<file path="src/hdl/sleep_pkg.sv">
// constants, types and vector arithmetic for the sleep and interrupt controller
package sleep_pkg;

  // register byte addresses
  localparam logic [7:0] ADDR_SLEEP_CONTROL = 8'h00;
  localparam logic [7:0] ADDR_CORE_CONTROL  = 8'h04;
  localparam logic [7:0] ADDR_STATUS        = 8'h08;
  localparam logic [7:0] ADDR_IRQ_ENABLE    = 8'h0c;
  localparam logic [7:0] ADDR_IRQ_PENDING   = 8'h10;
  localparam logic [7:0] ADDR_BLOCK_STATE   = 8'h14;

  // field positions
  localparam int ARM_BIT      = 0;
  localparam int MODE_LSB     = 1;
  localparam int RELOCATE_BIT = 1;
  localparam int GIE_BIT      = 7;
  localparam int STALL_BIT    = 3;
  localparam int MODE_OUT_LSB = 4;
  localparam int SLEEP_BIT    = 7;

  // reset values
  localparam logic [7:0] SLEEP_CONTROL_RST = 8'h00;
  localparam logic       RELOCATE_RST      = 1'b0;
  localparam logic       GIE_RST           = 1'b0;
  localparam logic [7:0] IRQ_ENABLE_RST    = 8'h00;

  // sleep mode encodings
  localparam logic [2:0] MODE_IDLE      = 3'h0;
  localparam logic [2:0] MODE_NOISE_RED = 3'h1;
  localparam logic [2:0] MODE_POWER_DN  = 3'h2;
  localparam logic [2:0] MODE_POWER_SV  = 3'h3;
  localparam logic [2:0] MODE_STANDBY   = 3'h6;

  // bus responses
  localparam logic [1:0] RESP_OKAY   = 2'h0;
  localparam logic [1:0] RESP_SLVERR = 2'h2;

  // program memory layout
  localparam int          N_IRQ      = 8;
  localparam logic [11:0] BOOT_START = 12'hc00;
  localparam logic [11:0] VEC_STEP   = 12'h001;

  // timing
  localparam int CLK_PERIOD_NS  = 50;
  localparam int STARTUP_NS     = 1000;
  localparam int STARTUP_CYCLES = (STARTUP_NS + CLK_PERIOD_NS - 1) / CLK_PERIOD_NS;
  localparam int HALT_CYCLES    = 4;

  typedef enum logic [2:0] {
    ST_RESET_VEC = 3'b000,
    ST_RUN       = 3'b001,
    ST_SLEEP     = 3'b010,
    ST_STARTUP   = 3'b011,
    ST_HALT      = 3'b100
  } ctl_state_e;

  // vector address: slot 0 is reset, slot n+1 is request n
  function automatic logic [11:0] vec_addr(input logic [11:0] base, input logic [3:0] slot);
    vec_addr = base + 12'(slot) * VEC_STEP;
  endfunction

endpackage

</file>
<file path="src/hdl/sleep_wake_interrupt_control.sv">
// sleep entry, wake sequencing and vector dispatch with an axi4-lite register port
//
// Functional notes
// - sleep is entered only if the arm bit is one when the core issues the sleep instruction.
// - the three-bit mode field picks idle, noise reduction, power-down, power-save or standby.
// - an enabled request during sleep wakes the block, adds four halt cycles after start-up, then dispatches.
// - waking never clears or rewrites register file or static memory contents.
// - a reset during sleep wakes the block and dispatches the reset vector.
// - bits 7..4 of the sleep control register read as zero and ignore writes.
// - a request is taken only when its own enable and the global enable are both one.
// - with boot lock bits programmed, requests are suppressed depending on the program counter.
// - reset and request vectors sit at the lowest program addresses by default.
// - the lowest vector wins; reset first, then external request zero.
// - with the relocate bit set, request vectors are based at the boot section start.
// - with the boot reset fuse programmed, the reset vector is the boot section start.
// - accepting a request clears the global enable.
// - global enable set inside a handler lets enabled requests preempt it.
// - the return-from-handler instruction sets the global enable.
//
// Decided for this implementation: the register addresses and the AXI4-Lite interface to the registers.
`timescale 1ns/10ps
module sleep_wake_interrupt_control
  import sleep_pkg::*;
(
  // clock and reset
  input  wire logic             aclk,
  input  wire logic             aresetn,
  // axi4-lite write address
  input  wire logic [7:0]       awaddr,
  input  wire logic             awvalid,
  output logic                  awready,
  // axi4-lite write data
  input  wire logic [31:0]      wdata,
  input  wire logic [3:0]       wstrb,
  input  wire logic             wvalid,
  output logic                  wready,
  // axi4-lite write response
  output logic [1:0]            bresp,
  output logic                  bvalid,
  input  wire logic             bready,
  // axi4-lite read address
  input  wire logic [7:0]       araddr,
  input  wire logic             arvalid,
  output logic                  arready,
  // axi4-lite read data
  output logic [31:0]           rdata,
  output logic [1:0]            rresp,
  output logic                  rvalid,
  input  wire logic             rready,
  // core
  input  wire logic             sleep_instr,
  input  wire logic             return_from_handler_instr,
  input  wire logic [11:0]      core_pc,
  output logic                  core_stall,
  output logic                  vector_valid,
  output logic [11:0]           vector_addr,
  output logic                  vector_is_reset,
  // request sources
  input  wire logic [N_IRQ-1:0] irq_req,
  output logic [N_IRQ-1:0]      irq_ack,
  // fuses and lock bits
  input  wire logic             boot_reset_fuse,
  input  wire logic             boot_lock_app_bit,
  input  wire logic             boot_lock_boot_bit,
  // power control
  output logic                  sleep_active,
  output logic [2:0]            sleep_mode
);

  ////////////////////////////////////////////////////////////////////////////
  // state

  typedef struct packed {
    ctl_state_e       st;
    logic [7:0]       cnt;
    logic             arm;
    logic [2:0]       mode;
    logic             relocate;
    logic             gie;
    logic [N_IRQ-1:0] ien;
    logic             sleeping;
    logic [2:0]       sleep_mode;
    logic             stall;
    logic             vec_valid;
    logic [11:0]      vec_addr;
    logic             vec_reset;
    logic [N_IRQ-1:0] ack;
    logic             awready;
    logic             wready;
    logic             aw_got;
    logic             w_got;
    logic [7:0]       aw_addr;
    logic [7:0]       w_byte;
    logic             w_lane0;
    logic             bvalid;
    logic [1:0]       bresp;
    logic             arready;
    logic             rvalid;
    logic [31:0]      rdata;
    logic [1:0]       rresp;
  } ctl_s;

  ctl_s s_q;
  ctl_s s_d;

  logic [N_IRQ-1:0] taken;
  logic             suppress;
  logic             sel_any;
  logic [2:0]       sel_idx;
  logic [11:0]      sel_addr;
  logic [11:0]      irq_base;
  logic             mode_legal;
  logic             slow_start;

  ////////////////////////////////////////////////////////////////////////////
  // request qualification

  always_comb begin
    suppress = (boot_lock_app_bit && !s_q.relocate && core_pc >= BOOT_START) ||
               (boot_lock_boot_bit && s_q.relocate && core_pc < BOOT_START);
    taken    = (s_q.gie && !suppress) ? (irq_req & s_q.ien) : '0;
    irq_base = s_q.relocate ? BOOT_START : 12'h000;
    mode_legal = (s_q.mode == MODE_IDLE) || (s_q.mode == MODE_NOISE_RED) ||
                 (s_q.mode == MODE_POWER_DN) || (s_q.mode == MODE_POWER_SV) ||
                 (s_q.mode == MODE_STANDBY);
    slow_start = (s_q.sleep_mode != MODE_IDLE) && (s_q.sleep_mode != MODE_NOISE_RED);
  end

  vector_select u_vector_select (
    .pending (taken),
    .base    (irq_base),
    .any     (sel_any),
    .idx     (sel_idx),
    .addr    (sel_addr)
  );

  ////////////////////////////////////////////////////////////////////////////
  // next state

  always_comb begin
    s_d           = s_q;
    s_d.vec_valid = 1'b0;
    s_d.vec_reset = 1'b0;
    s_d.ack       = '0;

    // bus write
    if (awvalid && s_q.awready) begin
      s_d.aw_got  = 1'b1;
      s_d.aw_addr = awaddr;
    end
    if (wvalid && s_q.wready) begin
      s_d.w_got   = 1'b1;
      s_d.w_byte  = wdata[7:0];
      s_d.w_lane0 = wstrb[0];
    end
    if (s_q.bvalid && bready) begin
      s_d.bvalid = 1'b0;
    end
    if (s_q.aw_got && s_q.w_got && !s_q.bvalid) begin
      s_d.aw_got = 1'b0;
      s_d.w_got  = 1'b0;
      s_d.bvalid = 1'b1;
      s_d.bresp  = RESP_OKAY;
      case (s_q.aw_addr)
        ADDR_SLEEP_CONTROL: begin
          if (s_q.w_lane0) begin
            s_d.arm  = s_q.w_byte[ARM_BIT];
            s_d.mode = s_q.w_byte[MODE_LSB +: 3];
          end
        end
        ADDR_CORE_CONTROL: begin
          if (s_q.w_lane0) begin
            s_d.relocate = s_q.w_byte[RELOCATE_BIT];
          end
        end
        ADDR_STATUS: begin
          if (s_q.w_lane0) begin
            s_d.gie = s_q.w_byte[GIE_BIT];
          end
        end
        ADDR_IRQ_ENABLE: begin
          if (s_q.w_lane0) begin
            s_d.ien = s_q.w_byte;
          end
        end
        ADDR_IRQ_PENDING, ADDR_BLOCK_STATE: begin
          s_d.bresp = RESP_OKAY;
        end
        default: begin
          s_d.bresp = RESP_SLVERR;
        end
      endcase
    end

    // bus read
    if (s_q.rvalid && rready) begin
      s_d.rvalid = 1'b0;
    end
    if (arvalid && s_q.arready) begin
      s_d.rvalid = 1'b1;
      s_d.rresp  = RESP_OKAY;
      s_d.rdata  = 32'h0000_0000;
      case (araddr)
        ADDR_SLEEP_CONTROL: begin
          s_d.rdata[3:0] = {s_q.mode, s_q.arm};
        end
        ADDR_CORE_CONTROL: begin
          s_d.rdata[RELOCATE_BIT] = s_q.relocate;
        end
        ADDR_STATUS: begin
          s_d.rdata[GIE_BIT] = s_q.gie;
        end
        ADDR_IRQ_ENABLE: begin
          s_d.rdata[7:0] = s_q.ien;
        end
        ADDR_IRQ_PENDING: begin
          s_d.rdata[7:0] = irq_req;
        end
        ADDR_BLOCK_STATE: begin
          s_d.rdata[2:0]                = s_q.st;
          s_d.rdata[STALL_BIT]          = s_q.stall;
          s_d.rdata[MODE_OUT_LSB +: 3]  = s_q.sleep_mode;
          s_d.rdata[SLEEP_BIT]          = s_q.sleeping;
        end
        default: begin
          s_d.rresp = RESP_SLVERR;
        end
      endcase
    end

    // return from handler sets the global enable
    if (return_from_handler_instr) begin
      s_d.gie = 1'b1;
    end

    // sequencer
    case (s_q.st)
      ST_RESET_VEC: begin
        s_d.vec_valid = 1'b1;
        s_d.vec_reset = 1'b1;
        s_d.vec_addr  = boot_reset_fuse ? BOOT_START : vec_addr(12'h000, 4'h0);
        s_d.stall     = 1'b0;
        s_d.st        = ST_RUN;
      end
      ST_RUN: begin
        if (sel_any) begin
          s_d.vec_valid     = 1'b1;
          s_d.vec_addr      = sel_addr;
          s_d.ack[sel_idx]  = 1'b1;
          s_d.gie           = 1'b0;
        end else if (sleep_instr && s_q.arm && mode_legal) begin
          s_d.st         = ST_SLEEP;
          s_d.sleeping   = 1'b1;
          s_d.sleep_mode = s_q.mode;
          s_d.stall      = 1'b1;
        end
        // unarmed sleep falls through as a no-operation
      end
      ST_SLEEP: begin
        if (sel_any) begin
          s_d.sleeping = 1'b0;
          s_d.cnt      = slow_start ? 8'(STARTUP_CYCLES - 1) : 8'(HALT_CYCLES - 1);
          s_d.st       = slow_start ? ST_STARTUP : ST_HALT;
        end
      end
      ST_STARTUP: begin
        if (s_q.cnt == 8'h00) begin
          s_d.cnt = 8'(HALT_CYCLES - 1);
          s_d.st  = ST_HALT;
        end else begin
          s_d.cnt = s_q.cnt - 8'h01;
        end
      end
      ST_HALT: begin
        if (s_q.cnt == 8'h00) begin
          s_d.stall = 1'b0;
          s_d.st    = ST_RUN;
        end else begin
          s_d.cnt = s_q.cnt - 8'h01;
        end
      end
      default: begin
        s_d.st = ST_RESET_VEC;
      end
    endcase

    // ready flags follow the captured state
    s_d.awready = !s_d.aw_got && !s_d.bvalid;
    s_d.wready  = !s_d.w_got && !s_d.bvalid;
    s_d.arready = !s_d.rvalid;
  end

  ////////////////////////////////////////////////////////////////////////////
  // registers

  always_ff @(posedge aclk) begin
    if (!aresetn) begin
      s_q            <= '0;
      s_q.st         <= ST_RESET_VEC;
      s_q.arm        <= SLEEP_CONTROL_RST[ARM_BIT];
      s_q.mode       <= SLEEP_CONTROL_RST[MODE_LSB +: 3];
      s_q.relocate   <= RELOCATE_RST;
      s_q.gie        <= GIE_RST;
      s_q.ien        <= IRQ_ENABLE_RST;
      s_q.stall      <= 1'b1;
      s_q.sleep_mode <= MODE_IDLE;
    end else begin
      s_q <= s_d;
    end
  end

  ////////////////////////////////////////////////////////////////////////////
  // outputs

  always_comb begin
    awready         = s_q.awready;
    wready          = s_q.wready;
    bvalid          = s_q.bvalid;
    bresp           = s_q.bresp;
    arready         = s_q.arready;
    rvalid          = s_q.rvalid;
    rdata           = s_q.rdata;
    rresp           = s_q.rresp;
    core_stall      = s_q.stall;
    vector_valid    = s_q.vec_valid;
    vector_addr     = s_q.vec_addr;
    vector_is_reset = s_q.vec_reset;
    irq_ack         = s_q.ack;
    sleep_active    = s_q.sleeping;
    sleep_mode      = s_q.sleep_mode;
  end

endmodule // sleep_wake_interrupt_control

</file>
<file path="src/hdl/vector_select.sv">
// priority pick of the lowest-numbered pending request and its vector
`timescale 1ns/10ps
module vector_select
  import sleep_pkg::*;
(
  // requests
  input  wire logic [N_IRQ-1:0] pending,
  input  wire logic [11:0]      base,
  // choice
  output logic                  any,
  output logic [2:0]            idx,
  output logic [11:0]           addr
);

  always_comb begin
    any  = 1'b0;
    idx  = 3'h0;
    for (int i = N_IRQ - 1; i >= 0; i--) begin
      if (pending[i]) begin
        any = 1'b1;
        idx = 3'(i);
      end
    end
    addr = vec_addr(base, {1'b0, idx} + 4'h1);
  end

endmodule // vector_select

</file>
<file path="config.mk">
export PLATFORM = sky130hd
export DESIGN_NAME = sleep_wake_interrupt_control
export DESIGN_NICKNAME = d
export VERILOG_FILES = /design/src/hdl/sleep_pkg.sv /design/src/hdl/sleep_wake_interrupt_control.sv /design/src/hdl/vector_select.sv
export SDC_FILE = /design/constraint.sdc
export NUM_CORES = 1
export LEC_CHECK = 0
export ABC_AREA = 1
export BUFFER_PORTS_ARGS = -buffer_cell sky130_fd_sc_hd__buf_4
export CAP_MARGIN = 20
export CORE_ASPECT_RATIO = 0.7
export CORE_UTILIZATION = 35
export CTS_BUF_LIST = sky130_fd_sc_hd__clkbuf_2 sky130_fd_sc_hd__clkbuf_4 sky130_fd_sc_hd__clkbuf_8
export DETAILED_ROUTE_END_ITERATION = 12
export SYNTH_ARGS = -nofsm -noshare
export SYNTH_HDL_FRONTEND = slang
export SYNTH_SLANG_ARGS = --single-unit
export TNS_END_PERCENT = 30
</file>
<file path="constraint.sdc">
create_clock -name aclk -period 2.2 [get_ports aclk]
set_input_delay 0.11 -clock aclk [delete_from_list [all_inputs] [get_ports aclk]]
set_output_delay 0.11 -clock aclk [all_outputs]
set_load 0.05 [all_outputs]
</file>
==> results.rst <==
.. list-table::
   :header-rows: 1

   * - Metric
     - Value
   * - Global-route wire length before repair
     - 16350 um
   * - Post-route fraction of the period consumed by the critical path
     - 84.26%
   * - Ratio of total power to cell area
     - 830.5 nW/um^2
   * - Synth Cell Area
     - 4149 um^2
   * - RSZ-0062 raised after global routing
     - no
   * - Largest stage delay, worst path
     - 320 ps
   * - Count of inserted antenna diode cells
     - 0
   * - Number of synthesized flops with an enable pin
     - 0
   * - TritonRoute pass-1 iters
     - 5
   * - Total Nets Final
     - 721
   * - Worst Setup Start Kind
     - flip-flop
   * - Most common flop cell mapped by yosys
     - dfxtp_1
   * - Clock latency reported for the late side of the worst-skew pair
     - 360 ps
   * - Maximum operating frequency
     - 539.5 MHz
   * - Number of gates resized after cts
     - 0
   * - Number of pins exceeding their max-slew limit in the final report
     - 0
   * - Root buffer cell
     - clkbuf_8
   * - TritonCTS clock tree
     - done
   * - Largest driver fanout on the critical path
     - 8
   * - Clock transition at path regs
     - 80 ps
   * - Worst-path cell chain
     - inv_1 -> ha_1 -> nand2_1 -> nor2_2 -> nand3b_2 -> nand2_1 -> nand2_1 -> nand2_4 -> inv_4 -> o21ai_1 -> nor2_1
   * - Total number of vias
     - 3646
   * - Most common cell after layout, fill and taps aside
     - nand2_1
   * - Average wire length per cell after detail routing
     - 12.61 um
   * - Die Height
     - 93.10 um
   * - Highest ir drop seen on vdd
     - 0.3265 mV
   * - Arr. time, crit path
     - 2100 ps
   * - Starting Density
     - 36.75%
   * - Fin Setup TNS
     - 0 ps
   * - Via count of the first global-routing pass
     - 3375
   * - Register cell area after layout
     - 1582 um^2
   * - Combined global-route utilization of all metal layers
     - 17.04%
   * - Buffers inserted during post-CTS setup optimization
     - 0
   * - Commonest cells after routing, fill and taps aside
     - 114 x nand2_1, 87 x buf_4, 79 x dfxtp_1, 58 x nor2_1, 54 x inv_1
   * - Clock buffer depth
     - 2
   * - Required time reported for the critical path endpoint
     - 2450 ps
   * - Final setup violation count
     - 0
   * - Final hold vios
     - 0
   * - Shortest period the worst path allows
     - 1854 ps
   * - Relative slew margins
     - 65.15%
   * - Initial antenna violation count
     - 0
   * - H-tree Lvls
     - 3
   * - Total clock buffers created by CTS
     - 9
   * - Slowest-stage cell, CP
     - dfxtp_1
   * - Final routed wirelength across all metal layers
     - 10000 um
   * - Classification of the worst-slack hold path
     - primary input to flip-flop
   * - Estimated wirelength of the detail-placed design
     - 7725 um
   * - Final worst hold slack
     - 24.15 ps
   * - Outcome
     - complete, no violations
   * - Sequential cell area fraction in the yosys report
     - 38.12%
   * - I/O pin count
     - 152
   * - Antenna violation net count after detailed routing
     - 0
   * - Most frequent cell on the critical path
     - nand2_1
   * - Max-cap violations
     - 0
   * - Filler Cells Inserted
     - 1179
   * - Worst-margin pin slew
     - 519.9 ps
   * - Count of unresolved DRC violations after routing
     - 0
   * - Ratio of cells with drive above 1 in the final layout
     - 22.19%
   * - Std cell rows
     - 32
   * - Crit Path Class
     - flip-flop to flip-flop
   * - Count of non-filler cells in the finished layout
     - 793
   * - Number of input and output port buffers inserted
     - 82
   * - Post-synthesis cell type count
     - 49
   * - Footprint of the multi-input gates
     - 1957 um^2
   * - DRC marker count from the first detailed-route iteration
     - 189
   * - Via density
     - 4.598
   * - Number of clock sinks
     - 79
   * - Synthesized instance count
     - 570
   * - Largest delay share family, worst path
     - simple AND/OR/NAND/NOR gates
   * - Area of the die
     - 12300 um^2
   * - Final GP Congestion
     - 0.8527
   * - Largest net degree at the start of global routing
     - 28
   * - Fraction of registers with async set/reset
     - 0%
   * - Core area
     - 11290 um^2
   * - Count of state elements after synthesis
     - 79
   * - Total gr overflow
     - 0
   * - Area delta synth->final
     - 17.76%
   * - Leak
     - 2.226 nW
   * - Mean instance size in the synthesized netlist
     - 7.279 um^2
   * - Endpoint kind of the worst setup timing path
     - flip-flop
   * - Placed Cells incl. Taps
     - 771
   * - CP bufs+invs
     - 2
   * - Die boundary width
     - 132.1 um
   * - Clock skew
     - 9.891 ps
   * - YS warnings
     - 0
## what timing repair did
| action | CTS | global route |
|---|---|---|
| endpoints found under the setup margin | 0 | 0 |
| hold buffers | 6 | 0 |
| hold endpoints to repair | 6 | 0 |
## per-layer routing
| metal | track usage, % | part of all wire (%) |
|---|---|---|
| met5 | 0 | 0 |
| met4 | 5.911 | 1.5 |
| met3 | 4.770 | 7.1 |
| met2 | 24.74 | 41 |
| met1 | 23.96 | 50 |
## synthesized netlist by cell type (3+ instances only)
cell type / instances / area, um^2
dfxtp_1: 79 / 1582
buf_4: 59 / 442.9
nand2_1: 114 / 427.9
o211ai_1: 3 / 22.52
nor3_1: 5 / 25.02
a211oi_1: 6 / 45.04
inv_1: 54 / 202.7
clkbuf_1: 8 / 30.03
nand4_1: 3 / 18.77
xor2_1: 3 / 26.28
a21oi_1: 44 / 220.2
a21oi_2: 3 / 26.28
inv_2: 6 / 22.52
nor2_2: 5 / 31.28
o21ai_2: 3 / 26.28
o21ai_0: 40 / 200.2
nand2_2: 4 / 25.02
o21ai_1: 12 / 60.06
nor2_1: 58 / 217.7
nor3_2: 4 / 40.04
nand3_1: 22 / 110.1
## power breakdown
part / internal (mW) / total, mW / switching, mW
sequential: 1.54 / 1.62 / 0.0802
combinational: 0.412 / 1.34 / 0.927
clock: 0.560 / 1.10 / 0.539
## cell type report
class | instances | share of cell area [%]
inverter | 62 | 4.814
timing repair buffer | 93 | 14.60
clock inverter | 6 | 1.434
tap | 153 | 3.918
clock buffer | 10 | 2.817
multi-input combinational | 390 | 40.05
sequential | 79 | 32.37
## stage by stage
stage               power, mW  area (um^2)  worst slack, ps  util [%]
floorplan               2.701         4265            454.0         -
global placement        2.935         4618            425.7     40.90
detailed placement      2.976         4618            380.8     40.90
CTS                     4.096         4886            364.0     43.27
global route            4.307         4886            105.0     43.27
finish                  4.058         4886            346.4     43.27
## worst paths after layout
| kind | cells past startpoint | from | slack (ps) | endpoint |
|---|---|---|---|---|
| max | 11 | s_q[101] | 350 | s_q[102] |
| min | 3 | awaddr[0] | 20 | s_q[48] |
| max reg2reg | 11 | s_q[101] | 350 | s_q[102] |
| min reg2reg | 1 | s_q[57] | 420 | awready |
## cells by family after synthesis
group,Yosys count,synth area share (%)
buffers and inverters,132,17.52
XOR/XNOR,5,1.056
adder cells (fa/ha/maj),2,0.6030
AO/OA/AOI/OAI,118,16.07
flip-flops,79,38.12
other,1,0.09038
AND/OR/NAND/NOR,233,26.54
## state kept, by name, summed over array words and instances (netlist names), 3 cells and up
register / cells
vector_addr: 5
s_q: 44
irq_ack: 8
rdata: 8
sleep_mode: 3
## worst register-to-register path: cells and delay by family, from the launching register on
kind,cells,cell delay (ps)
AOI/OAI and AO/OA,1,120
DFF,1,320
buffers and inverters,2,180
and+or+nand+nor,7,930
adders and majority gates,1,200
Power figures use the tool's default switching activity.
